===== src/spimsp_defs.svh =====
// Register offsets, field positions, reset values and timing counts for the serial port
`ifndef SPIMSP_DEFS_SVH
`define SPIMSP_DEFS_SVH
`define SPIMSP_OFS_CTRL 3'h0
`define SPIMSP_OFS_RATE 3'h1
`define SPIMSP_OFS_STAT 3'h2
`define SPIMSP_OFS_DATA 3'h3
`define SPIMSP_B_EN 0
`define SPIMSP_B_MSTR 1
`define SPIMSP_B_BIDIR 2
`define SPIMSP_B_BOE 3
`define SPIMSP_B_MODE_FAULT_ENABLE 4
`define SPIMSP_B_SELECT_OUTPUT_ENABLE 5
`define SPIMSP_B_LSBF 6
`define SPIMSP_B_CPOL 7
`define SPIMSP_B_CPHA 8
`define SPIMSP_CTRL_RST 9'h000
`define SPIMSP_RATE_RST 6'h00
`define SPIMSP_RATE_W 6
`define SPIMSP_CTRL_W 9
`define SPIMSP_BITS 4'h8
`define SPIMSP_SLV_SYNC 2
`endif


===== src/spimsp_pkg.sv =====
// Types shared by the serial port design
package spimsp_pkg;
  typedef enum logic [1:0] {SPIMSP_IDLE, SPIMSP_LEAD, SPIMSP_TRAIL} spimsp_state_e;
endpackage


===== src/spimsp_top.sv =====
// Serial peripheral port, master or slave, with Avalon-MM register access
`timescale 1ns/1ps
`include "spimsp_defs.svh"
module spimsp_top
  import spimsp_pkg::*;
(
  input wire logic sys_clk,
  input wire logic rst_b,
  input wire logic clk_en,
  input wire logic [2:0] avs_address,
  input wire logic avs_read,
  input wire logic avs_write,
  input wire logic [31:0] avs_writedata,
  output logic [31:0] avs_readdata,
  output logic avs_waitrequest,
  input wire logic sck_in,
  output logic sck_out,
  output logic sck_oe,
  input wire logic mosi_in,
  output logic mosi_out,
  output logic mosi_oe,
  input wire logic miso_in,
  output logic miso_out,
  output logic miso_oe,
  input wire logic ss_b_in,
  output logic ss_b_out,
  output logic ss_oe,
  output logic pins_owned_r
);
  // ****************************************
  // Registers and state
  // ****************************************
  logic [`SPIMSP_CTRL_W-1:0] ctrl_r, ctrl_nxt;
  logic [`SPIMSP_RATE_W-1:0] rate_r, rate_nxt;
  logic [7:0] txbuf_r, txbuf_nxt, rxbuf_r, rxbuf_nxt, shift_r, shift_nxt;
  logic txfull_r, txfull_nxt, rxfull_r, rxfull_nxt, modf_r, modf_nxt, ovr_r, ovr_nxt;
  logic [3:0] bitcnt_r, bitcnt_nxt;
  logic [2:0] pre_r, pre_nxt;
  logic [7:0] div_r, div_nxt;
  logic samp_r, samp_nxt;
  spimsp_state_e st_r, st_nxt;
  logic sck_o_r, sck_o_nxt, dout_r, dout_nxt;
  logic [1:0] sck_s_r, ss_s_r, sdi_s_r;
  logic sck_prev_r, sck_prev_nxt;
  logic ack_r, ack_nxt;
  logic [31:0] rd_r, rd_nxt;
  logic [7:0] mosi_oe_r;

  wire en = ctrl_r[`SPIMSP_B_EN];
  wire mstr = ctrl_r[`SPIMSP_B_MSTR];
  wire bidir = ctrl_r[`SPIMSP_B_BIDIR];
  wire boe = ctrl_r[`SPIMSP_B_BOE];
  wire mode_fault_enable = ctrl_r[`SPIMSP_B_MODE_FAULT_ENABLE];
  wire select_output_enable = ctrl_r[`SPIMSP_B_SELECT_OUTPUT_ENABLE];
  wire lsbf = ctrl_r[`SPIMSP_B_LSBF];
  wire cpol = ctrl_r[`SPIMSP_B_CPOL];
  wire cpha = ctrl_r[`SPIMSP_B_CPHA];
  wire bus_req = avs_read | avs_write;
  // Write lands at the edge where the master sees waitrequest low
  wire wr_hit = avs_write & ack_r;
  wire rd_hit = avs_read & ~ack_r;
  wire [7:0] rate_lim = 8'h01 << rate_r[5:3];
  wire out_bit = lsbf ? shift_r[0] : shift_r[7];
  // Fault input is a master-only role of the select pin
  wire fault_in = mstr & mode_fault_enable & ~select_output_enable & (ss_s_r[1] == 1'b0);
  // Slave edges come from the synchronised pin; four bus clocks per bit minimum
  wire sck_pin = sck_s_r[1] ^ cpol;
  wire sck_rise = sck_pin & ~sck_prev_r;
  wire sck_fall = ~sck_pin & sck_prev_r;
  wire sdi = sdi_s_r[1];
  // master samples the pin directly, so half the bus clock still works
  wire mdi = bidir ? mosi_in : miso_in;
  wire slv_sel = ~mstr & ~ss_s_r[1];

  // ****************************************
  // Input synchronisers
  // ****************************************
  always_ff @(posedge sys_clk or negedge rst_b)
  begin
    if (!rst_b)
    begin
      sck_s_r <= 2'h0;
      ss_s_r <= 2'h3;
      sdi_s_r <= 2'h0;
    end
    else if (clk_en)
    begin
      sck_s_r <= {sck_s_r[0], sck_in};
      ss_s_r <= {ss_s_r[0], ss_b_in};
      sdi_s_r <= {sdi_s_r[0], mstr ? (bidir ? mosi_in : miso_in) : (bidir ? miso_in : mosi_in)};
    end
  end

  // ****************************************
  // Next state
  // ****************************************
  always_comb
  begin
    ctrl_nxt = ctrl_r;
    rate_nxt = rate_r;
    txbuf_nxt = txbuf_r;
    txfull_nxt = txfull_r;
    rxbuf_nxt = rxbuf_r;
    rxfull_nxt = rxfull_r;
    modf_nxt = modf_r;
    ovr_nxt = ovr_r;
    shift_nxt = shift_r;
    bitcnt_nxt = bitcnt_r;
    pre_nxt = pre_r;
    div_nxt = div_r;
    samp_nxt = samp_r;
    st_nxt = st_r;
    sck_o_nxt = sck_o_r;
    dout_nxt = dout_r;
    sck_prev_nxt = sck_pin;
    ack_nxt = bus_req & ~ack_r;
    rd_nxt = 32'h0;
    if (rd_hit)
    begin
      case (avs_address)
        `SPIMSP_OFS_CTRL: rd_nxt = {23'h0, ctrl_r};
        `SPIMSP_OFS_RATE: rd_nxt = {26'h0, rate_r};
        `SPIMSP_OFS_STAT: rd_nxt = {27'h0, st_r != SPIMSP_IDLE, ovr_r, modf_r, ~txfull_r,
                                    rxfull_r};
        `SPIMSP_OFS_DATA: rd_nxt = {24'h0, rxbuf_r};
        default: rd_nxt = 32'h0;
      endcase
      if (avs_address == `SPIMSP_OFS_DATA)
        rxfull_nxt = 1'b0;
      if (avs_address == `SPIMSP_OFS_STAT)
      begin
        modf_nxt = 1'b0;
        ovr_nxt = 1'b0;
      end
    end
    if (wr_hit)
    begin
      case (avs_address)
        `SPIMSP_OFS_CTRL: ctrl_nxt = avs_writedata[`SPIMSP_CTRL_W-1:0];
        `SPIMSP_OFS_RATE: rate_nxt = avs_writedata[`SPIMSP_RATE_W-1:0];
        `SPIMSP_OFS_DATA:
        begin
          txbuf_nxt = avs_writedata[7:0];
          txfull_nxt = 1'b1;
        end
        default: ;
      endcase
    end
    // prescaler then power-of-two divider; half period is one rate tick
    if (pre_r == rate_r[2:0])
    begin
      pre_nxt = 3'h0;
      div_nxt = (div_r + 8'h01 >= rate_lim) ? 8'h00 : div_r + 8'h01;
    end
    else
      pre_nxt = pre_r + 3'h1;
    samp_nxt = (pre_r == rate_r[2:0]) && (div_r + 8'h01 >= rate_lim);
    case (st_r)
      SPIMSP_IDLE:
      begin
        bitcnt_nxt = 4'h0;
        sck_o_nxt = 1'b0;
        if (en & mstr & txfull_r & ~modf_r & samp_r)
        begin
          shift_nxt = txbuf_r;
          txfull_nxt = 1'b0;
          dout_nxt = lsbf ? txbuf_r[0] : txbuf_r[7];
          st_nxt = cpha ? SPIMSP_TRAIL : SPIMSP_LEAD;
          sck_o_nxt = cpha;
        end
        else if (en & slv_sel)
        begin
          shift_nxt = txfull_r ? txbuf_r : shift_r;
          txfull_nxt = 1'b0;
          dout_nxt = lsbf ? (txfull_r ? txbuf_r[0] : shift_r[0]) :
                            (txfull_r ? txbuf_r[7] : shift_r[7]);
          st_nxt = SPIMSP_LEAD;
        end
      end
      SPIMSP_LEAD, SPIMSP_TRAIL:
      begin
        if (mstr)
        begin
          if (samp_r)
          begin
            sck_o_nxt = ~sck_o_r;
            // sample on the leading edge when cpha is 0, on the trailing edge when cpha is 1; shift on the other
            if ((st_r == SPIMSP_LEAD) ^ cpha)
            begin
              shift_nxt = lsbf ? {mdi, shift_r[7:1]} : {shift_r[6:0], mdi};
              bitcnt_nxt = bitcnt_r + 4'h1;
            end
            else
              dout_nxt = out_bit;
            st_nxt = (st_r == SPIMSP_LEAD) ? SPIMSP_TRAIL : SPIMSP_LEAD;
          end
        end
        else if (ss_s_r[1])
          st_nxt = SPIMSP_IDLE;
        else
        begin
          if ((cpha ? sck_fall : sck_rise))
          begin
            shift_nxt = lsbf ? {sdi, shift_r[7:1]} : {shift_r[6:0], sdi};
            bitcnt_nxt = bitcnt_r + 4'h1;
          end
          if ((cpha ? sck_rise : sck_fall) || (cpha && sck_rise))
            dout_nxt = out_bit;
        end
        if (bitcnt_r == `SPIMSP_BITS)
        begin
          if (rxfull_r)
            ovr_nxt = 1'b1;
          else
          begin
            rxbuf_nxt = shift_r;
            rxfull_nxt = 1'b1;
          end
          bitcnt_nxt = 4'h0;
          sck_o_nxt = 1'b0;
          st_nxt = mstr ? SPIMSP_IDLE : SPIMSP_LEAD;
          dout_nxt = lsbf ? shift_r[0] : shift_r[7];
          if (!mstr && txfull_r)
          begin
            shift_nxt = txbuf_r;
            txfull_nxt = 1'b0;
            dout_nxt = lsbf ? txbuf_r[0] : txbuf_r[7];
          end
        end
      end
      default: st_nxt = SPIMSP_IDLE;
    endcase
    if (en & fault_in)
    begin
      modf_nxt = 1'b1;
      ctrl_nxt[`SPIMSP_B_MSTR] = 1'b0;
      st_nxt = SPIMSP_IDLE;
    end
    if (!en)
    begin
      st_nxt = SPIMSP_IDLE;
      txfull_nxt = wr_hit && avs_address == `SPIMSP_OFS_DATA;
      rxfull_nxt = 1'b0;
      bitcnt_nxt = 4'h0;
      sck_o_nxt = 1'b0;
    end
    if (rd_hit && avs_address == `SPIMSP_OFS_DATA && rxfull_nxt && !rxfull_r)
      rxfull_nxt = 1'b1;
  end

  // ****************************************
  // State registers
  // ****************************************
  // stop states gate clk_en low; deep stop asserts rst_b
  always_ff @(posedge sys_clk or negedge rst_b)
  begin
    if (!rst_b)
    begin
      ctrl_r <= `SPIMSP_CTRL_RST;
      rate_r <= `SPIMSP_RATE_RST;
      txbuf_r <= 8'h00;
      rxbuf_r <= 8'h00;
      shift_r <= 8'h00;
      txfull_r <= 1'b0;
      rxfull_r <= 1'b0;
      modf_r <= 1'b0;
      ovr_r <= 1'b0;
      bitcnt_r <= 4'h0;
      pre_r <= 3'h0;
      div_r <= 8'h00;
      samp_r <= 1'b0;
      st_r <= SPIMSP_IDLE;
      sck_o_r <= 1'b0;
      dout_r <= 1'b0;
      sck_prev_r <= 1'b0;
      ack_r <= 1'b0;
      rd_r <= 32'h0;
    end
    else if (clk_en)
    begin
      ctrl_r <= ctrl_nxt;
      rate_r <= rate_nxt;
      txbuf_r <= txbuf_nxt;
      rxbuf_r <= rxbuf_nxt;
      shift_r <= shift_nxt;
      txfull_r <= txfull_nxt;
      rxfull_r <= rxfull_nxt;
      modf_r <= modf_nxt;
      ovr_r <= ovr_nxt;
      bitcnt_r <= bitcnt_nxt;
      pre_r <= pre_nxt;
      div_r <= div_nxt;
      samp_r <= samp_nxt;
      st_r <= st_nxt;
      sck_o_r <= sck_o_nxt;
      dout_r <= dout_nxt;
      sck_prev_r <= sck_prev_nxt;
      ack_r <= ack_nxt;
      rd_r <= rd_nxt;
    end
  end

  // ****************************************
  // Pin routing, all registered
  // ****************************************
  always_ff @(posedge sys_clk or negedge rst_b)
  begin
    if (!rst_b)
    begin
      sck_out <= 1'b0;
      sck_oe <= 1'b0;
      mosi_out <= 1'b0;
      mosi_oe <= 1'b0;
      miso_out <= 1'b0;
      miso_oe <= 1'b0;
      ss_b_out <= 1'b1;
      ss_oe <= 1'b0;
      pins_owned_r <= 1'b0;
      avs_readdata <= 32'h0;
      avs_waitrequest <= 1'b1;
    end
    else if (clk_en)
    begin
      // Answer one cycle after the request is seen
      avs_waitrequest <= ~(bus_req & ~ack_r) | ack_nxt == 1'b0;
      avs_readdata <= rd_nxt;
      sck_out <= sck_o_nxt ^ ctrl_nxt[`SPIMSP_B_CPOL];
      sck_oe <= ctrl_nxt[`SPIMSP_B_EN] & ctrl_nxt[`SPIMSP_B_MSTR];
      mosi_out <= dout_nxt;
      miso_out <= dout_nxt;
      mosi_oe <= ctrl_nxt[`SPIMSP_B_EN] & ctrl_nxt[`SPIMSP_B_MSTR] &
                 (~ctrl_nxt[`SPIMSP_B_BIDIR] | ctrl_nxt[`SPIMSP_B_BOE]);
      miso_oe <= ctrl_nxt[`SPIMSP_B_EN] & ~ctrl_nxt[`SPIMSP_B_MSTR] & ~ss_s_r[1] &
                 (~ctrl_nxt[`SPIMSP_B_BIDIR] | ctrl_nxt[`SPIMSP_B_BOE]);
      ss_oe <= ctrl_nxt[`SPIMSP_B_EN] & ctrl_nxt[`SPIMSP_B_MSTR] &
               ctrl_nxt[`SPIMSP_B_MODE_FAULT_ENABLE] & ctrl_nxt[`SPIMSP_B_SELECT_OUTPUT_ENABLE];
      ss_b_out <= st_nxt == SPIMSP_IDLE;
      // pins belong to the port while enabled
      pins_owned_r <= ctrl_nxt[`SPIMSP_B_EN];
    end
  end
endmodule


===== config.mk =====
export PLATFORM = sky130hd
export DESIGN_NAME = spimsp_top
export DESIGN_NICKNAME = d
export VERILOG_FILES = /design/src/spimsp_pkg.sv /design/src/spimsp_top.sv
export VERILOG_INCLUDE_DIRS = /design/src /design/src/src
export SDC_FILE = /design/constraint.sdc
export NUM_CORES = 1
export LEC_CHECK = 0
export BUFFER_PORTS_ARGS = -buffer_cell sky130_fd_sc_hd__buf_2
export CAP_MARGIN = 20
export CORE_ASPECT_RATIO = 1.5
export CORE_MARGIN = 2
export CORE_UTILIZATION = 57
export DETAILED_ROUTE_END_ITERATION = 7
export PLACE_DENSITY = 0.83
export RECOVER_POWER = 25
export SYNTH_ARGS = -nofsm -noshare
export SYNTH_HDL_FRONTEND = slang
export SYNTH_SLANG_ARGS = --single-unit

===== constraint.sdc =====
create_clock -name sys_clk -period 3.1 [get_ports sys_clk]
set_clock_uncertainty 0.1 [all_clocks]
set_input_delay 0.62 -clock sys_clk [delete_from_list [all_inputs] [get_ports sys_clk]]
set_output_delay 0.62 -clock sys_clk [all_outputs]
set_load 0.005 [all_outputs]

After elaboration in Yosys (flattened, before gate mapping)
Index checks and enable logic that the tools add are counted.

storage, ports and cells
  bits in registers = 111
  input port bits = 44
  logic and storage cells = 210

operators by class
  multiplexer cells = 89
  order comparisons = 1
  equal/unequal tests = 18
  shift operators = 1
  reductions and logical operators = 27
  add/subtract/negate cells = 3
  bitwise gates (word level) = 40

operators with widths
  operator               count
  $mux W8                15
  $mux W1                48
  $pmux W9 S4            1
  $mux W4                7
  $and A1 B1 Y1          22
  $mux W2                10
  $ne A5 B5 Y1 const B   4
  $ne A4 B4 Y1 const B   4
  $pmux W8 S2            1
  $not A1 Y1             13
  $reduce_and A3 Y1      4
  $mux W9                1
  $add A8 B1 Y8 const B  1
  $ge A8 B8 Y1           1
  $pmux W4 S2            1
  $reduce_and A4 Y1      2
  $reduce_bool A2 Y1     4
  $shl A1 B3 Y8 const A  1
  $logic_and A1 B1 Y1    7
  $reduce_and A7 Y1      1
  $eq A3 B2 Y1 const B   2
  $ne A3 B3 Y1 const B   2
  $pmux W1 S2            3
  $reduce_and A6 Y1      1
  other kinds (18)       23

Logic depth before layout (Yosys ltp)
Gate-level depths: netlist of the first run.

  word-level depth = 10
  mapped depth = 10

Least setup slack after synthesis of the first run
No wires, ideal clock.

  path type = register -> register
  start = register rate_r[5]
  end = register div_r[2]
  period minus slack after synthesis = 2,362 ps
  data required time = 2,851 ps
  arrival time = 2,113 ps
  path buffers = 1
  slack = 738 ps
  stages on the path, launching flop included = 8
  cell sequence = dfrtp_1 > clkbuf_1 > or3b_2 > ha_1 > o2111ai_1 > o221a_2 > nor2_1 > o221ai_1

on the way
  cells in the longest elaborated chain, start to end = 3

ends and longest elaborated chain
  element                 RTL line           source
  start, declared         spimsp_top.sv:34   logic [`SPIMSP_RATE_W-1:0] rate_r, rate_nxt;
  start signal, assigned  spimsp_top.sv:260  rate_r <= `SPIMSP_RATE_RST;
  start signal, assigned  spimsp_top.sv:282  rate_r <= rate_nxt;
  $shl A1 B3 Y8           spimsp_top.sv:62   wire [7:0] rate_lim = 8'h01 << rate_r[5:3];
  $ge A8 B8 Y1            spimsp_top.sv:153  div_nxt = (div_r + 8'h01 >= rate_lim) ? 8'h00 : div_r + 8'h01;
  $mux W8                 spimsp_top.sv:153
  end signal, assigned    spimsp_top.sv:292  div_r <= div_nxt;
  end, declared           spimsp_top.sv:39   logic [7:0] div_r, div_nxt;

No other way between the ends.
A chain may end at the register's enable or synchronous reset.

Worst setup path in the final report of the first run
  start = register rate_r[4]
  end = register div_r[2]

The elaborated chain is that of the path after synthesis.

==> run summary, run 1 <==
Summed over all failing endpoints, the final setup total negative slack is 0 ns. The final period demand of the worst path is 2.641 ns. The average cell area after synthesis is 10.57 µm². The share of synthesized registers carrying an async set or reset came out at 100.0%.

Dividing the detail-routed via count by the number of cells gives 6.146. The number of sinks handled by clock tree synthesis came out at 87. The count of input and output buffers is 39. The number of global-route vias before repair is 3671. The length of the first detailed-routing pass in iterations is 4. The maximum clock rate is 378.6 MHz. The initial antenna violation count is 0.

The critical-path maximum fanout came out at 10. The number of antenna diodes came out at 0. The wire length of the first global-routing pass came out at 18.37 mm. The number of maximum-capacitance constraint violations came out at 1. In this run switching power makes up 32.71% of total power. The filler-free cell count of the finished design is 615. The critical path goes through or3b_2, ha_1, o2111ai_1, o221a_2, nor2_1, o221ai_1. The class of the worst hold path is reg -> reg. CTS built an H-tree with a depth of 3. The HPWL after detailed placement is 7.940 mm. Dividing the detail-routed wire length by the instance count gives 18.12 µm.

The post-layout worst setup margin is 0.4587 ns. The insertion delay of the later-clocked pin in the worst-skew pair came out at 0.35 ns. The share of the yosys chip area belonging to registers came out at 43.64%. The buffers plus inverters on the worst setup path came out at 0. The max-slew violation total from the final report came to 88. STA classifies the critical path endpoint as a flop.

The arrival time at the worst endpoint is 2.74 ns. The maximum vdd ir drop came out at 381.7 µV. Setup repair after global routing left no endpoint under its margin. The count of antenna-violating nets left after detailed routing is 0. The number of failing hold endpoints at the final stage came out at 0.

The total power divided by cell area came out at 637.8 nW/µm². The cell count after synthesis came out at 473. The worst slew margin relative to its limit came out at -40.77%. The share of post-route cells with drive strength above 1 is 23.62%. The kind of launch point of the worst setup path is a flop.

The number of instances in the placed design is 599. For this run, the total global-route usage over all layers was measured as 25.01%. The die covers 9552 µm². The total routed wirelength is 11.14 mm.

Summing over every cut layer, the via total after detailed routing is 3780. The placement-stage worst setup slack came out at 0.4864 ns. The initial utilization of the core area, before any placement, comes to 59.07%. Of the post-synthesis cell area, the dominant cell type holds 41.54%.

Hold timing on the final database bottoms out at a slack of 0.3842 ns. The placement row count is 41. Setup violations remaining at the end of the flow were counted as 0. Ranked by total cell area, the synthesized netlist is headed by sky130_fd_sc_hd__dfrtp_1 42%, sky130_fd_sc_hd__mux2_2 8.8%, sky130_fd_sc_hd__buf_4 3.9%. The register bit total from synthesis is 87. The cell family contributing the most delay on the critical path is simple AND/OR/NAND/NOR gates. The clock transition at the registers of the reported paths came out at 0.07 ns. After global routing the overflow that remains totals 0. The largest single stage delay on the critical path is 0.52 ns. The largest net degree at the start of global routing is 88. The analysis attributes to net switching a power of 1.141 mW. The number of buffers inserted by post-CTS setup repair came out at 0. The fraction of power consumed by the clock network came out at 31.9%. The reported leakage power is 2.423 nW. The combinational group share of total power is 23.4%. The post-synthesis cell type count came out at 67.

In this run the cell area of the synthesized design comes to 5000 µm². The number of flops mapped to enable cells by yosys is 0. For the pin with the worst max-slew slack, the measured transition is 2.112 ns. The relative contribution of sequential cells to total power is 44.8%. The CTS root buffer is sky130_fd_sc_hd__clkbuf_16. The cell-internal power is 2.347 mW. The die is 118.7 µm tall. The boundary pin count is 86. The number of clock buffers inserted by TritonCTS is 9. The type of the worst setup path is reg -> reg. The routability congestion estimate from global placement is 0.9463.

The core area came out at 8464 µm². The Yosys step of the flow raised 0 warnings. The core utilization of the finished layout came out at 64.61%. The number of hold buffers added after cts is 0.

The area added between synthesis and finish is 9.384%. The maximum count of clock buffers along a single path is 2. The die is 80.47 µm wide. TritonCTS built the clock tree.

The flow ran to the end, but the final reports show violations. The largest area contributor in the netlist is sky130_fd_sc_hd__dfrtp_1. The net count reported at finish is 562. In this run, post-CTS repair resized a total of 0 instances. The final reports fail on capacitance limit, slew limit. The most used flip-flop cell after synthesis is sky130_fd_sc_hd__dfrtp_1.

On the critical path, the stage with the largest delay is an instance of sky130_fd_sc_hd__or3b_2. After detailed routing, the number of remaining DRC violations is 0. The period utilization came out at 85.20%. Data on the critical path is required at its endpoint by 3.19 ns.

The detailed router finished its first iteration with 191 violations.
[kinds of logic after synthesis]
| group | synth area share, % |
|---|---|
| simple gates | 13.19 |
| other cells | 0.07500 |
| buf+inv | 7.182 |
| compound gates | 15.97 |
| fa+ha+maj | 3.754 |
| flops | 43.64 |
| mux | 14.09 |
| xor+xnor | 2.102 |
[state kept, by name, summed over array words and instances (netlist names), 2 cells and up]
register / count
avs_readdata: 9
bitcnt_r: 4
ctrl_r: 9
div_r: 8
pre_r: 3
rate_r: 6
rxbuf_r: 8
sck_s_r: 2
sdi_s_r: 2
shift_r: 8
ss_s_r: 2
st_r: 2
txbuf_r: 8
[placed cells by master (no fill, tap or decap), drive strengths merged, types with 7 or more instances in the layout]
cell type and count:
a21oi 14, nand2 33, mux2i 13, o211ai 7, a22o 7, o21ai 27
dfrtp 83, mux2 39, clkbuf 13, nand2b 7, o21a 8, inv 20
buf 42, xnor2 7, nor3 7, nor2 30, ha 15, conb 23
nand3 10
[cell type report]
cell class              count  area [µm²]
inverters                  19       71.32
repair buffers             44       232.7
well taps                 107       133.9
flip-flops and latches     87        2182
multi-input cells         342        2541
fillers                   688        2995
clock buffers              11       242.7
clock inverters             5       65.06
[cells in the mapped netlist, drive strengths merged, types with 8 or more instances]
| library cell | instances |
|---|---|
| nand2 | 33 |
| ha | 15 |
| mux2i | 13 |
| buf | 32 |
| o21a | 8 |
| dfrtp | 83 |
| inv | 18 |
| nor2 | 30 |
| clkbuf | 15 |
| mux2 | 39 |
| o21ai | 27 |
| a21oi | 14 |
| nand3 | 10 |
[worst register-to-register path: cells and delay by family, from the launching register on]
family,cells,cell delay (ns)
compound gates,3,0.68
fa+ha+maj,1,0.31
flops,1,0.49
simple gates,2,0.91
[metal layers]
| layer | GRT usage [%] | wire length, µm | part of all wire [%] |
|---|---|---|---|
| met2 | 41.82 | 5782 | 52 |
| met1 | 31.35 | 4417 | 40 |
| met3 | 4.656 | 645 | 5.8 |
| met5 | 0 | 0 | 0 |
| met4 | 10.38 | 296 | 2.7 |
[metrics by stage]
step	power (mW)	area, µm²
3_3_place_gp	2.339	5176
3_5_place_dp	2.379	5176
2_1_floorplan	2.155	5082
6_report	3.488	5469
4_1_cts	3.500	5484
5_1_grt	3.681	5469
[path summary, 6_finish.rpt]
check	start	to	slack (ns)	depth (start not counted)
min	avs_readdata[7]	avs_readdata[7]	0.38	1
max	rate_r[4]	div_r[2]	0.46	6
max reg2reg	rate_r[4]	div_r[2]	0.46	6
max in group asynchronous	rst_b	txbuf_r[4]	0.77	2
min in group asynchronous	rst_b	div_r[2]	0.86	2
min reg2reg	avs_readdata[7]	avs_readdata[7]	0.38	1
[power by group through the flow]
stage | combinational [mW] | clock [mW] | sequential [mW]
after floorplan | 0.715 | 0 | 1.44
after global placement | 0.782 | 0 | 1.56
after detailed placement | 0.812 | 0 | 1.57
after CTS | 0.816 | 1.13 | 1.55
after global routing | 0.916 | 1.18 | 1.59
final | 0.816 | 1.11 | 1.56
(Power assumes the default switching activity.)
==> inputs of run 2 (changes only) <==
--- a/config.mk
+++ b/config.mk
@@ -10,9 +10,9 @@
 export CAP_MARGIN = 20
 export CORE_ASPECT_RATIO = 1.5
 export CORE_MARGIN = 2
-export CORE_UTILIZATION = 57
+export CORE_UTILIZATION = 61
 export DETAILED_ROUTE_END_ITERATION = 7
-export PLACE_DENSITY = 0.83
+export PLACE_DENSITY = 0.88
 export RECOVER_POWER = 25
 export SYNTH_ARGS = -nofsm -noshare
 export SYNTH_HDL_FRONTEND = slang
==> constraint.sdc (replaced) <==
create_clock -name sys_clk -period 3.23 [get_ports sys_clk]
set_clock_uncertainty 0.1 [all_clocks]
set_input_delay 0.646 -clock sys_clk [delete_from_list [all_inputs] [get_ports sys_clk]]
set_output_delay 0.646 -clock sys_clk [all_outputs]
set_load 0.005 [all_outputs]
==> run 2 against run 1 <==
Net effect: the run still ends with capacitance limit, slew limit left; utilization up 3.9 points; sequential share of layout area down 0.10 points; first-iteration DRC count up 74%; routed wire length up 3.0%; flip-flop and latch count unchanged; via count up 1.9%; critical path type is now in -> reg; largest cell class unchanged.
==> run summary, run 2 (synthesis results as in run 1) <==
The run finished, with violations left. The final reports fail on capacitance limit, slew limit. The total routed wirelength is 11.48 mm (+3.0%). The post-route total power is 3.416 mW (-2.1%). The area occupied by registers is 2182 µm² (unchanged). The endpoint identified for the worst register-to-register timing path is div_r[2].

The switching part of the total power is 32.37% (-0.34 points). The clock tree from TritonCTS is yes. The net switching component of the power is 1.106 mW (-3.1%). The detail-routed via count per cell came out at 6.285 (+2.3%).

The routability congestion estimate from global placement was 0.8846 (-6.5%). The residual DRC count came to 0 (unchanged). The number of vias after detailed routing is 3853 (+1.9%). The number of hold buffers added after cts is 0 (unchanged). The leftover overflow at the end of global routing came out at 0 (unchanged). The placement row count came out at 40 (-2.4%). The number of sinks handled by clock tree synthesis is 87 (unchanged). The number of global-route vias before repair came out at 3693 (+0.60%). The boundary pin count came out at 86 (unchanged). The class of the worst hold path is reg -> reg. The transition time of the tightest slew-check pin came to 2.228 ns (+0.1160 ns).

The overall die area came out at 8951 µm² (-6.3%). The placement-stage worst setup slack came to 0.6108 ns (+0.1245 ns). The die width is 77.92 µm (-3.2%). The largest registers in the layout are avs_readdata x9, ctrl_r x9.

The number of antenna diodes came out at 0 (unchanged). Traced cell by cell, the critical path runs through clkbuf_1, clkinv_1, nor4_2, o21ai_0, o21ai_0. The CTS root buffer is sky130_fd_sc_hd__clkbuf_16. The core area is 8008 µm² (-5.4%). The length in cells of the worst reg-to-reg path came out at 8 (+2). In the layout the commonest cells are 83 x sky130_fd_sc_hd__dfrtp_1, 39 x sky130_fd_sc_hd__mux2_2, 37 x sky130_fd_sc_hd__buf_2, 33 x sky130_fd_sc_hd__nand2_1, 29 x sky130_fd_sc_hd__nor2_1. The number of buffers inserted by post-CTS setup repair was 0 (unchanged).

The reported leakage power is 2.428 nW (+0.20%). The worst register-to-register path begins at div_r[0]. The setup path with the least slack is of type in -> reg. The fraction of power consumed by the clock network is 32.4% (+0.5 points). The cell repeated most along the worst path is sky130_fd_sc_hd__o21ai_0. The number of filler cells placed in the layout came to 600 (-13%). STA classifies the critical path endpoint as a flop.

The number of maximum-capacitance constraint violations came out at 1 (unchanged). The period utilization came out at 84.93%. The wire length of the first global-routing pass came to 18.32 mm (-0.30%). The largest incremental delay on the critical path is 0.83 ns (+0.31 ns). The most critical setup path has its startpoint at clk_en. The largest net degree at the start of global routing is 49 (-44%).

The clock transition at the registers of the reported paths came out at 0.07 ns (about the same). The total half-perimeter wirelength after legalization and detailed placement was 8.247 mm (+3.9%). The insertion delay of the later-clocked pin in the worst-skew pair came out at 0.35 ns (about the same).

The count of input and output buffers came out at 39 (unchanged). The H-tree depth came out at 3 (unchanged). The maximum count of clock buffers along a single path came to 2 (unchanged). The global-route total usage across every layer came out at 26.89% (+1.9 points). The die outline height came out at 114.9 µm (-3.2%). The count of antenna-violating nets left after detailed routing was 0 (unchanged). Setup repair after global routing left no endpoint under its margin. The maximum vdd ir drop came out at 488.7 µV (+28%).

The post-layout worst setup margin is 0.4867 ns (+0.02798 ns). The critical-path maximum fanout is 26 (+16). The area of the multi-input gates came out at 2541 µm² (unchanged). The max-slew violation total from the final report is 40 (-55%). The required time at the endpoint of the critical path came out at 3.40 ns (+0.21 ns). The cell-internal power came out at 2.310 mW (-1.6%). The maximum clock rate is 364.5 MHz. The length of the first detailed-routing pass in iterations came out at 5 (+1). The share of post-route cells with drive strength above 1 came out at 23.03% (-0.59 points). The total power divided by cell area came out at 623.1 nW/µm² (-2.3%).

The DRC marker count from the first detailed-route iteration is 332 (+74%). The worst setup slack for register-to-register paths is 0.55 ns (+0.09 ns). The number of clock buffers inserted by TritonCTS came out at 9 (unchanged). The number of failing hold endpoints at the final stage is 0 (unchanged). The number of endpoints failing setup at the final stage is 0 (unchanged).

The effective utilization at floorplan came out at 62.44% (+3.4 points). The critical-path cell with the highest stage delay is sky130_fd_sc_hd__clkbuf_1. The final period demand of the worst path came out at 2.743 ns. Following the worst setup path forward leads to its endpoint at div_r[0]. The arrival time at the worst endpoint is 2.91 ns (+0.17 ns). The post-CTS resize count is 0 (unchanged).

The relative contribution of sequential cells to total power came to 43.8% (-1.0 points). The most common cell after layout, fill and taps aside is sky130_fd_sc_hd__dfrtp_1. The net count reported at finish came out at 562 (unchanged).

The area added between synthesis and finish is 9.660%. The post-route setup TNS is 0 ns (unchanged). The worst slew margin relative to its limit was -48.51% (-7.7 points). The average wire length per cell after detail routing is 18.73 µm (+3.4%). The worst setup path is launched from a primary input. The initial antenna violation count is 0 (unchanged). The combinational group share of total power is 23.8% (+0.4 points).
-- run 2: how the worst min path moves through the flow --
stage                    start         endpoint  slack (ns)  cells after the start
2_1_floorplan            rst_b            ack_r        0.25                      0
3_3_place_gp            sck_oe           sck_oe        0.36                      2
3_5_place_dp   avs_readdata[7]  avs_readdata[7]        0.37                      1
4_1_cts                  rst_b         div_r[3]        0.19                      1
5_1_grt        avs_readdata[5]  avs_readdata[5]        0.41                      1
6_report       avs_readdata[7]  avs_readdata[7]        0.38                      1
-- run 2: worst max-delay path, delay by kind of cell --
family	cells	cell delay (ns)
AND/OR/NAND/NOR	1	0.76
AO/OA/AOI/OAI	2	0.38
buffers and inverters	2	1.12
-- run 2: power by group through the flow --
stage | Sequential, mW | Combinational (mW) | Clock [mW]
after global routing | 1.52 | 0.902 | 1.17
after floorplan | 1.38 | 0.687 | 0
after global placement | 1.50 | 0.746 | 0
after detailed placement | 1.51 | 0.788 | 0
after CTS | 1.49 | 0.808 | 1.12
final | 1.50 | 0.812 | 1.11
-- run 2: final cells by class --
cell class	count	share of cell area, %
Clock buffer	11	4.245
Sequential cell	87	39.80
Inverter	19	1.301
Tap cell	105	2.396
Timing Repair Buffer	44	4.427
Clock inverter	5	1.483
Multi-Input combinational cell	342	46.35
-- run 2: layer usage --
metal | global-route usage (%) | routed length (µm) | vias to the layer above | share of wire, %
met1 | 31.40 | 4318 | 1901 | 38
met4 | 17.43 | 573 | 0 | 5.0
met3 | 5.024 | 696 | 39 | 6.1
met5 | 0 | 0 | - | 0
met2 | 45.40 | 5893 | 166 | 51
li1 | - | - | 1747 | -
-- run 2: per-stage QoR --
stage | utilization (%) | cells | hold WS [ns] | cell area (µm²)
2_1_floorplan | - | 495 | 0.2504 | 5082
3_3_place_gp | 64.61 | 597 | 0.3621 | 5174
3_5_place_dp | 64.61 | 597 | 0.3716 | 5174
4_1_cts | 68.53 | 613 | 0.1862 | 5488
5_1_grt | 68.47 | 613 | 0.4059 | 5483
6_report | 68.47 | 613 | 0.3842 | 5483
